===== config.mk =====
export PLATFORM = sky130hd
export DESIGN_NAME = dcc_control
export DESIGN_NICKNAME = d
export VERILOG_FILES = /design/src/design/dcc_pkg.sv /design/src/design/dcc_control.sv
export VERILOG_INCLUDE_DIRS = /design/src /design/src/design
export SDC_FILE = /design/constraint.sdc
export NUM_CORES = 1
export LEC_CHECK = 0
export ABC_AREA = 1
export CORE_MARGIN = 4
export CORE_UTILIZATION = 30
export DETAILED_ROUTE_END_ITERATION = 12
export DONT_BUFFER_PORTS = 1
export GPL_ROUTABILITY_DRIVEN = 0
export PLACE_DENSITY_LB_ADDON = 0.1
export SYNTH_ARGS = -nofsm -noshare
export SYNTH_HDL_FRONTEND = slang
export SYNTH_SLANG_ARGS = --single-unit

===== constraint.sdc =====
create_clock -name mclk -period 1.3 [get_ports mclk]
set_clock_uncertainty 0.15 [all_clocks]
set_input_delay 0.065 -clock mclk [delete_from_list [all_inputs] [get_ports mclk]]
set_output_delay 0.065 -clock mclk [all_outputs]
set_load 0.02 [all_outputs]

===== src/design/dcc_defines.svh =====
// Register offsets, field positions, reset values for the dual comparator control block
`ifndef DCC_DEFINES_SVH
`define DCC_DEFINES_SVH
`define DCC_OFS_STATUS     12'h000
`define DCC_OFS_CONTROL    12'h004
`define DCC_OFS_CMP_A      12'h008
`define DCC_OFS_ROUTE      12'h00C
`define DCC_BIT_RESULT     7
`define DCC_BIT_CALIB      6
`define DCC_BIT_REFSEL     5
`define DCC_TRIM_HI        4
`define DCC_BIT_EDGE_HI    7
`define DCC_BIT_EDGE_LO    6
`define DCC_BIT_IRQEN      3
`define DCC_BIT_PINOUT     2
`define DCC_BIT_POSSEL     1
`define DCC_BIT_ENABLE     0
`define DCC_BIT_SHARED     7
`define DCC_BIT_NEGSEL     1
`define DCC_BIT_OPA_A      0
`define DCC_BIT_OPA_B      1
`define DCC_TRIM_RESET     5'h10
`define DCC_CTRL_RESET     8'h02
`define DCC_CMPA_RESET     8'h82
`define DCC_RESP_OKAY      2'h0
`define DCC_RESP_SLVERR    2'h2
`endif


===== src/design/dcc_pkg.sv =====
// Types shared by the dual comparator control block
package dcc_pkg;
  typedef enum logic [1:0] {
    DCC_EDGE_NONE = 2'h0,
    DCC_EDGE_RISE = 2'h1,
    DCC_EDGE_FALL = 2'h2,
    DCC_EDGE_BOTH = 2'h3
  } dcc_edge_t;

  typedef enum logic [1:0] {
    DCC_WR_IDLE = 2'h1,
    DCC_WR_RESP = 2'h2
  } dcc_wr_state_t;

  // Pin function decode for the first comparator's shared pins
  typedef struct packed {
    logic negPinIsInput;
    logic sharedPinIsInput;
    logic outPinDriven;
  } dcc_pinmap_t;

  // Analog switch controls
  typedef struct packed {
    logic sharedPinSwitch;
    logic cmpBPinSwitch;
    logic cmpAPinSwitch;
    logic opampARouteSwitch;
    logic opampBRouteSwitch;
  } dcc_switch_t;
endpackage : dcc_pkg


===== src/design/dcc_control.sv =====
// Dual comparator control logic with AXI4-Lite register slave
//
// The implementer's own choices: the placing of the registers and the AXI4-Lite register port.
`include "dcc_defines.svh"

module dcc_control
  import dcc_pkg::*;
#(
  parameter bit HAS_CALIB = 1'b1
) (
  // Clock and reset
  input  wire logic        mclk,
  input  wire logic        reset_n,
  // AXI4-Lite write address, data and response
  input  wire logic [11:0] s_axi_awaddr,
  input  wire logic        s_axi_awvalid,
  output logic             s_axi_awready,
  input  wire logic [31:0] s_axi_wdata,
  input  wire logic [3:0]  s_axi_wstrb,
  input  wire logic        s_axi_wvalid,
  output logic             s_axi_wready,
  output logic [1:0]       s_axi_bresp,
  output logic             s_axi_bvalid,
  input  wire logic        s_axi_bready,
  // AXI4-Lite read
  input  wire logic [11:0] s_axi_araddr,
  input  wire logic        s_axi_arvalid,
  output logic             s_axi_arready,
  output logic [31:0]      s_axi_rdata,
  output logic [1:0]       s_axi_rresp,
  output logic             s_axi_rvalid,
  input  wire logic        s_axi_rready,
  // Analog comparator results
  input  wire logic        cmpARaw,
  input  wire logic        cmpBRaw,
  // Analog side controls
  output logic             cmpAEnableOut,
  output logic             cmpBEnableOut,
  output logic [4:0]       cmpATrimOut,
  output logic [4:0]       cmpBTrimOut,
  output logic             cmpBNegFromOpamp,
  output dcc_switch_t      switches,
  output dcc_pinmap_t      pinMap,
  output logic             cmpAOutPin,
  output logic             cmpBOutPinDriven,
  output logic             cmpBOutPin,
  output logic             cmpBIrqPulse
);

  // Storage
  logic        calibBReg;
  logic        refSelBReg;
  logic [4:0]  trimBReg;
  logic [7:0]  controlReg;
  logic [7:0]  cmpAReg;
  logic        calibAReg;
  logic        refSelAReg;
  logic [4:0]  trimAReg;
  logic [1:0]  opampRouteReg;
  logic [1:0]  syncA;
  logic [1:0]  syncB;
  logic        resultAReg;
  logic        resultBReg;
  dcc_wr_state_t wrState;
  logic        awHeld;
  logic        wHeld;
  logic [11:0] awAddrReg;
  logic [31:0] wDataReg;
  logic [3:0]  wStrbReg;

  // Effective select bits after hardware forcing
  logic calibAEff;
  logic calibBEff;
  logic sharedEff;
  logic negAEff;
  logic posBEff;
  logic opampAEff;
  logic opampBEff;
  logic cmpAEn;
  logic cmpBEn;
  dcc_edge_t edgeSel;

  assign cmpAEn    = cmpAReg[`DCC_BIT_ENABLE];
  assign cmpBEn    = controlReg[`DCC_BIT_ENABLE];
  assign edgeSel   = dcc_edge_t'(controlReg[`DCC_BIT_EDGE_HI:`DCC_BIT_EDGE_LO]);
  assign calibAEff = HAS_CALIB & calibAReg;
  assign calibBEff = HAS_CALIB & calibBReg;
  assign sharedEff = cmpAReg[`DCC_BIT_SHARED] | calibAEff | calibBEff;
  assign negAEff   = cmpAReg[`DCC_BIT_NEGSEL] | calibAEff;
  assign posBEff   = controlReg[`DCC_BIT_POSSEL] | calibBEff;
  assign opampAEff = opampRouteReg[0] & ~sharedEff;
  assign opampBEff = opampRouteReg[1] & ~sharedEff & ~opampRouteReg[0];

  // Write channel handshake and register updates
  logic        wrFire;
  logic [31:0] wrData;
  assign wrFire = awHeld & wHeld & (wrState == DCC_WR_IDLE);
  assign wrData = wDataReg;

  always_ff @(posedge mclk) begin
    if (!reset_n) begin
      awHeld    <= 1'b0;
      wHeld     <= 1'b0;
      awAddrReg <= 12'h000;
      wDataReg  <= 32'h0000_0000;
      wStrbReg  <= 4'h0;
    end else begin
      if (s_axi_awvalid && s_axi_awready) begin
        awHeld    <= 1'b1;
        awAddrReg <= s_axi_awaddr;
      end else if (wrFire) begin
        awHeld <= 1'b0;
      end
      if (s_axi_wvalid && s_axi_wready) begin
        wHeld    <= 1'b1;
        wDataReg <= s_axi_wdata;
        wStrbReg <= s_axi_wstrb;
      end else if (wrFire) begin
        wHeld <= 1'b0;
      end
    end
  end

  assign s_axi_awready = ~awHeld & (wrState == DCC_WR_IDLE);
  assign s_axi_wready  = ~wHeld & (wrState == DCC_WR_IDLE);

  // Response state machine
  always_ff @(posedge mclk) begin
    if (!reset_n) begin
      wrState      <= DCC_WR_IDLE;
      s_axi_bvalid <= 1'b0;
      s_axi_bresp  <= `DCC_RESP_OKAY;
    end else begin
      case (wrState)
        DCC_WR_IDLE: begin
          if (wrFire) begin
            wrState      <= DCC_WR_RESP;
            s_axi_bvalid <= 1'b1;
            s_axi_bresp  <= (awAddrReg[11:4] == 8'h00) ? `DCC_RESP_OKAY : `DCC_RESP_SLVERR;
          end
        end
        DCC_WR_RESP: begin
          if (s_axi_bready) begin
            wrState      <= DCC_WR_IDLE;
            s_axi_bvalid <= 1'b0;
          end
        end
        default: begin
          wrState      <= DCC_WR_IDLE;
          s_axi_bvalid <= 1'b0;
        end
      endcase
    end
  end

  // Register file; writes need the byte lane 0 strobe, which also gates the comparator A trim in 12:8
  always_ff @(posedge mclk) begin
    if (!reset_n) begin
      calibBReg     <= 1'b0;
      refSelBReg    <= 1'b0;
      trimBReg      <= `DCC_TRIM_RESET;
      controlReg    <= `DCC_CTRL_RESET;
      cmpAReg       <= `DCC_CMPA_RESET;
      calibAReg     <= 1'b0;
      refSelAReg    <= 1'b0;
      trimAReg      <= `DCC_TRIM_RESET;
      opampRouteReg <= 2'h0;
    end else if (wrFire && wStrbReg[0]) begin
      case (awAddrReg)
        `DCC_OFS_STATUS: begin
          if (HAS_CALIB) begin
            calibBReg  <= wrData[`DCC_BIT_CALIB];
            refSelBReg <= wrData[`DCC_BIT_REFSEL];
            trimBReg   <= wrData[`DCC_TRIM_HI:0];
          end
        end
        `DCC_OFS_CONTROL: controlReg <= {wrData[7:6], 2'h0, wrData[3:0]};
        `DCC_OFS_CMP_A: begin
          cmpAReg    <= {wrData[7], 3'h0, wrData[3:0]};
          calibAReg  <= HAS_CALIB & wrData[`DCC_BIT_CALIB];
          refSelAReg <= wrData[`DCC_BIT_REFSEL];
          trimAReg   <= wrData[12:8];
        end
        `DCC_OFS_ROUTE: opampRouteReg <= wrData[1:0];
        default: ;
      endcase
    end
  end

  // Read channel
  logic [31:0] rdMux;
  always_comb begin
    rdMux = 32'h0000_0000;
    case (s_axi_araddr)
      `DCC_OFS_STATUS: rdMux[7:0] = HAS_CALIB
          ? {resultBReg, calibBReg, refSelBReg, trimBReg}
          : {resultBReg, 7'h00};
      `DCC_OFS_CONTROL: rdMux[7:0] = {controlReg[7:6], 2'h0, controlReg[3:2],
                                      posBEff, controlReg[0]};
      // Comparator A word: trim in 12:8, shared select on top of the low byte
      `DCC_OFS_CMP_A: rdMux = {19'h0, trimAReg, sharedEff, calibAReg, refSelAReg,
                               resultAReg, cmpAReg[3:2], negAEff, cmpAReg[0]};
      `DCC_OFS_ROUTE: rdMux[1:0] = {opampBEff, opampAEff};
      default: rdMux = 32'h0000_0000;
    endcase
  end

  always_ff @(posedge mclk) begin
    if (!reset_n) begin
      s_axi_rvalid  <= 1'b0;
      s_axi_rdata   <= 32'h0000_0000;
      s_axi_rresp   <= `DCC_RESP_OKAY;
    end else if (s_axi_rvalid) begin
      if (s_axi_rready) begin
        s_axi_rvalid <= 1'b0;
      end
    end else if (s_axi_arvalid) begin
      s_axi_rvalid <= 1'b1;
      s_axi_rdata  <= rdMux;
      s_axi_rresp  <= (s_axi_araddr[11:4] == 8'h00) ? `DCC_RESP_OKAY : `DCC_RESP_SLVERR;
    end
  end

  assign s_axi_arready = ~s_axi_rvalid;

  // Result synchronisers and gated result flags
  always_ff @(posedge mclk) begin
    if (!reset_n) begin
      syncA      <= 2'h0;
      syncB      <= 2'h0;
      resultAReg <= 1'b0;
      resultBReg <= 1'b0;
    end else begin
      syncA      <= {syncA[0], cmpARaw};
      syncB      <= {syncB[0], cmpBRaw};
      resultAReg <= syncA[1] & cmpAEn;
      resultBReg <= syncB[1] & cmpBEn;
    end
  end

  // Edge detection on comparator B result
  logic riseB;
  logic fallB;
  logic edgeHit;
  assign riseB = cmpBEn & syncB[1] & ~resultBReg;
  assign fallB = cmpBEn & ~syncB[1] & resultBReg;
  always_comb begin
    case (edgeSel)
      DCC_EDGE_RISE: edgeHit = riseB;
      DCC_EDGE_FALL: edgeHit = fallB;
      DCC_EDGE_BOTH: edgeHit = riseB | fallB;
      default:       edgeHit = 1'b0;
    endcase
  end

  // Analog controls and pin decode, all registered
  always_ff @(posedge mclk) begin
    if (!reset_n) begin
      cmpBIrqPulse     <= 1'b0;
      cmpAEnableOut    <= 1'b0;
      cmpBEnableOut    <= 1'b0;
      cmpATrimOut      <= `DCC_TRIM_RESET;
      cmpBTrimOut      <= `DCC_TRIM_RESET;
      cmpBNegFromOpamp <= 1'b0;
      switches         <= '0;
      pinMap           <= '0;
      cmpAOutPin       <= 1'b0;
      cmpBOutPinDriven <= 1'b0;
      cmpBOutPin       <= 1'b0;
    end else begin
      cmpBIrqPulse     <= edgeHit & controlReg[`DCC_BIT_IRQEN];
      cmpAEnableOut    <= cmpAEn;
      cmpBEnableOut    <= cmpBEn;
      cmpATrimOut      <= trimAReg;
      cmpBTrimOut      <= trimBReg;
      cmpBNegFromOpamp <= ~sharedEff;
      switches.sharedPinSwitch   <= sharedEff;
      switches.cmpBPinSwitch     <= posBEff;
      switches.cmpAPinSwitch     <= negAEff;
      switches.opampARouteSwitch <= opampAEff;
      switches.opampBRouteSwitch <= opampBEff;
      pinMap.negPinIsInput    <= cmpAEn & negAEff;
      pinMap.sharedPinIsInput <= cmpAEn & sharedEff;
      pinMap.outPinDriven     <= cmpAEn & cmpAReg[`DCC_BIT_PINOUT];
      cmpAOutPin       <= resultAReg;
      cmpBOutPinDriven <= cmpBEn & controlReg[`DCC_BIT_PINOUT];
      cmpBOutPin       <= resultBReg;
    end
  end

  // Checks, watched on the registered interrupt pulse, comparator B result flag, switch and pin outputs
  chk_irq_on_rise: assert property (@(posedge mclk) disable iff (!reset_n)
    riseB && controlReg[3] && edgeSel == DCC_EDGE_RISE |=> cmpBIrqPulse)
    else $error("rising edge did not raise the interrupt");
  chk_irq_needs_en: assert property (@(posedge mclk) disable iff (!reset_n)
    cmpBIrqPulse |-> $past(controlReg[3]) && $past(edgeHit))
    else $error("interrupt raised while disabled");
  chk_disabled_zero: assert property (@(posedge mclk) disable iff (!reset_n)
    !cmpBEn |=> !resultBReg)
    else $error("disabled comparator shows a result");
  chk_calib_forces: assert property (@(posedge mclk) disable iff (!reset_n)
    calibBEff |=> switches.sharedPinSwitch && switches.cmpBPinSwitch)
    else $error("calibration did not force selects");
  chk_calib_a_force: assert property (@(posedge mclk) disable iff (!reset_n)
    calibAEff |=> switches.sharedPinSwitch && switches.cmpAPinSwitch)
    else $error("calibration A did not force selects");
  chk_opamp_excl: assert property (@(posedge mclk) disable iff (!reset_n)
    !(switches.opampARouteSwitch && switches.opampBRouteSwitch) &&
    !(switches.sharedPinSwitch && (switches.opampARouteSwitch || switches.opampBRouteSwitch)))
    else $error("op-amp routes not exclusive");
  chk_shared_opens: assert property (@(posedge mclk) disable iff (!reset_n)
    sharedEff |=> !switches.opampARouteSwitch && !switches.opampBRouteSwitch)
    else $error("shared select left op-amp route closed");
  chk_pin_out: assert property (@(posedge mclk) disable iff (!reset_n)
    !cmpAEn |=> !pinMap.outPinDriven && !pinMap.negPinIsInput)
    else $error("disabled comparator claimed a pin");

endmodule // dcc_control


==> results.md <==
- Hold Path Cell Cnt: 2
- Antenna Nets Post-Route: 0
- Initial Utilization: 30.94%
- Final Power: about 7.2 mW
- Post-synthesis sequential area ratio: just over 50%
- Synth unique cells: 33
- Share of layout cells above drive strength 1: 38.22%
- Min-Delay Path Class: input pin to flip-flop
- Sw power: about 1.9 mW
- Clock Tree Buf Depth: 2
- WL final: 11280 um
- Slew @ Worst Pin: 0.6889 ns
- Hold Violations, Final: between 60 and 70
- Slew margin rel.: approximately 54%
- Die outline area: between 15000 and 20000 um^2
- NumNets Final: approximately 670
- GRT Total Usage: 14.71%
- Clk pin slew, worst setup/hold paths: roughly 0.07 ns
- Switching portion of total power: roughly a quarter
- DRT Pass-1 Iters: 4
- Endpoints failing setup: 62
- Post-Syn Area per Cell: 8.310 um^2
- Antenna cells: 0
- Worst-Skew Late Latency: between 0.3 and 0.4 ns
- Internal: around 5.4 mW
- Synth warnings: 0
- Dpl cells: 710
- Number of CTS-inserted buffers: 9
- Ranking of synthesized cells by area: dfxtp_1 (50%), inv_1 (5.8%), nor2_1 (5.3%)
- Failing checks: hold timing, setup timing
- Wirelength per Cell: around 14 um
- Clock sinks: around 100
- Max FO, Critical Path: 6
- Clk pwr share: about two fifths
- Via count: 3500
- Final Non-Filler Cells: 783
- RSZ-0062 raised after global routing: yes
- Number of synthesized register bits: between 100 and 150
- Ys flop type: dfxtp_1
- Max Slew Vio Count: 0
- Port Buffers: 0
- Worst Setup SP: wrState[0]
- Cell Rows: between 40 and 50
- CTS tree: done
- Sequential Power Share: 46.8%
- # fillers: about 1.3k
- Commonest cells in the netlist: dfxtp_1 (104), inv_1 (64), nor2_1 (58), nand2_1 (56), a21oi_1 (43)
- Async set or reset register ratio after synthesis: 0%
- Core Region: 13350 um^2
- Number of max-cap violations: 0
- Grt ovf: 0
- Cells after Synth: just under 500
- HP Start: reset_n
- Final hold slack: -0.3124 ns
- CP Launch Type: flip-flop
- Status: finished, violations left
- Initial DRC count: 165
- Nature of the critical path endpoint: flip-flop
- H-tree depth: 3
- # DRC: 0
- Min Tclk post-route: 1.548 ns
- Period utilization: 119.1%
- Vias in the first global route: around 3.5k
- Power per cell area: 1176 nW/um^2
- Root Buffer: clkbuf_16
- Largest net degree at the start of global routing: 77
- P_leak: around 2.5 nW
- Top-area cell type share of the netlist area: around 50%
- Die W: 125.3 um
- Syn-to-layout area delta: 48.86%
- Crit Path Class: flip-flop to flip-flop
- Reg2Reg Setup Slack: -0.25 ns
- Initial antenna violation count: 0
- Mean number of vias per cell: roughly 4.5
- First-pass GRT wire length: around 18000 um
- RR Endpoint: trimBReg[2]
- CP Data Required Time: about 1.4 ns
- Die Y: approximately 130 um
- Final HPWL from detailed placement: 7453 um
- Number of synthesized flops with an enable pin: 0
- Hold path endpoint: cmpBTrimOut[1]
- Max IR drop VDD: 0.0006304 V
- Area of the mapped netlist: slightly above 4000 um^2
- Worst r2r src: wrState[0]
- Fmax: approximately 0.65 GHz
- Comb pwr share: 14.5%
- Final worst slack: -0.2479 ns
- I/O pin count: 135
- R2R depth: 8
- Count leader, synth: dfxtp_1
- WP data arrival: around 1.7 ns
- Largest area contributor in the netlist: dfxtp_1
-- worst max-delay path: stages (launching register included) --
cell and delay [ns]:
dfxtp_2 0.32, inv_2 0.04, nor2_4 0.14, nand3_4 0.11
nor2_8 0.16, buf_6 0.12, nand3_4 0.14, buf_6 0.18
a21oi_2 0.11
-- how the worst max path moves through the flow --
stage                   to  slack, ns  depth (start not counted)
2_1_floorplan  trimBReg[2]       -0.1                          7
3_3_place_gp   trimBReg[1]      -0.35                          6
3_5_place_dp   trimBReg[1]      -0.39                          6
4_1_cts         cmpAReg[0]      -0.26                          7
5_1_grt        trimAReg[3]      -0.36                          8
6_report       trimBReg[2]      -0.25                          8
-- what timing repair did --
action,CTS,global route
setup endpoints to repair,57,69
hold buffers,33,4
endpoints found under the hold margin,103,70
setup buffers,14,3
pin swaps,27,34
cloned,8,0
resized for setup,95,61
-- flip-flops by register name, indices dropped and copies added (netlist names), 3 cells and up --
signal       cells
awAddrReg       12
controlReg       6
pinMap           3
wDataReg        13
s_axi_rdata     13
switches         5
cmpAReg          5
cmpBTrimOut      5
cmpATrimOut      5
trimAReg         5
trimBReg         5
-- per-layer routing --
layer	vias to the layer above	track usage [%]	wire length (um)
li1	1778	-	-
met1	1617	18.38	5101
met2	95	24.04	5338
met3	10	5.117	693
met4	0	4.401	146
met5	-	0	0
-- cells in the final DEF, fill, tap and decap left out, types with 2 or more instances in the layout --
master and instances:
conb_1 21, o21ai_4 5, nand2_2 9, nor2_8 2, inv_1 60, o21ai_2 31
nand2_1 47, buf_4 38, dfxtp_2 6, o211ai_2 5, clkinv_2 2, buf_8 2
nand3_1 23, nor3_2 2, inv_2 5, nand2_8 4, nor2_4 10, dfxtp_1 97
nor2_1 44, or2_2 3, clkbuf_1 2, clkbuf_16 9, buf_6 25, nor3_4 2
nor2_2 12, a32o_1 4, a21oi_2 29, nand3b_1 2, buf_12 8, nand3_2 5
nor3_1 4, nand3_4 8, a21oi_1 18, clkbuf_8 2, dlygate4sd3_1 33, o21ai_1 16
nand2_4 2
-- per-stage QoR --
step	utilization (%)	area [um^2]	TNS, ns	hold WS, ns	setup WS, ns
after floorplan	-	4272	-3.397	0.01263	-0.09748
after global placement	34.89	4657	-10.20	0.01979	-0.3497
after detailed placement	34.89	4657	-11.87	0.02126	-0.3947
after CTS	44.41	5928	-10.47	-0.3408	-0.2585
after global routing	46.06	6148	-16.21	-0.3411	-0.3607
final	46.06	6148	-10.86	-0.3124	-0.2479
-- logic make-up after synthesis --
group / count (synthesis) / share of synthesized area [%]
AO/OA/AOI/OAI: 112 / 15.84
AND/OR/NAND/NOR: 172 / 20.72
flip-flops: 104 / 50.41
buffers and inverters: 108 / 12.94
other: 1 / 0.09079
-- power groups by stage --
stage	logic, mW	clock network (mW)	registers [mW]
final	1.05	2.80	3.39
after global routing	1.13	2.99	3.40
after CTS	0.971	2.86	3.37
after detailed placement	0.582	0	3.44
after global placement	0.574	0	3.44
after floorplan	0.479	0	3.43
-- cell type report --
| class | count | area (um^2) | share of cell area, % |
|---|---|---|---|
| clock buffer | 13 | 260.3 | 4.233 |
| clock inverter | 3 | 40.04 | 0.6512 |
| inverter | 67 | 271.5 | 4.416 |
| multi-input combinational | 312 | 2136 | 34.74 |
| sequential | 104 | 2093 | 34.05 |
| tap | 176 | 220.2 | 3.582 |
| timing repair buffer | 108 | 1127 | 18.34 |
(Power assumes the default switching activity.)
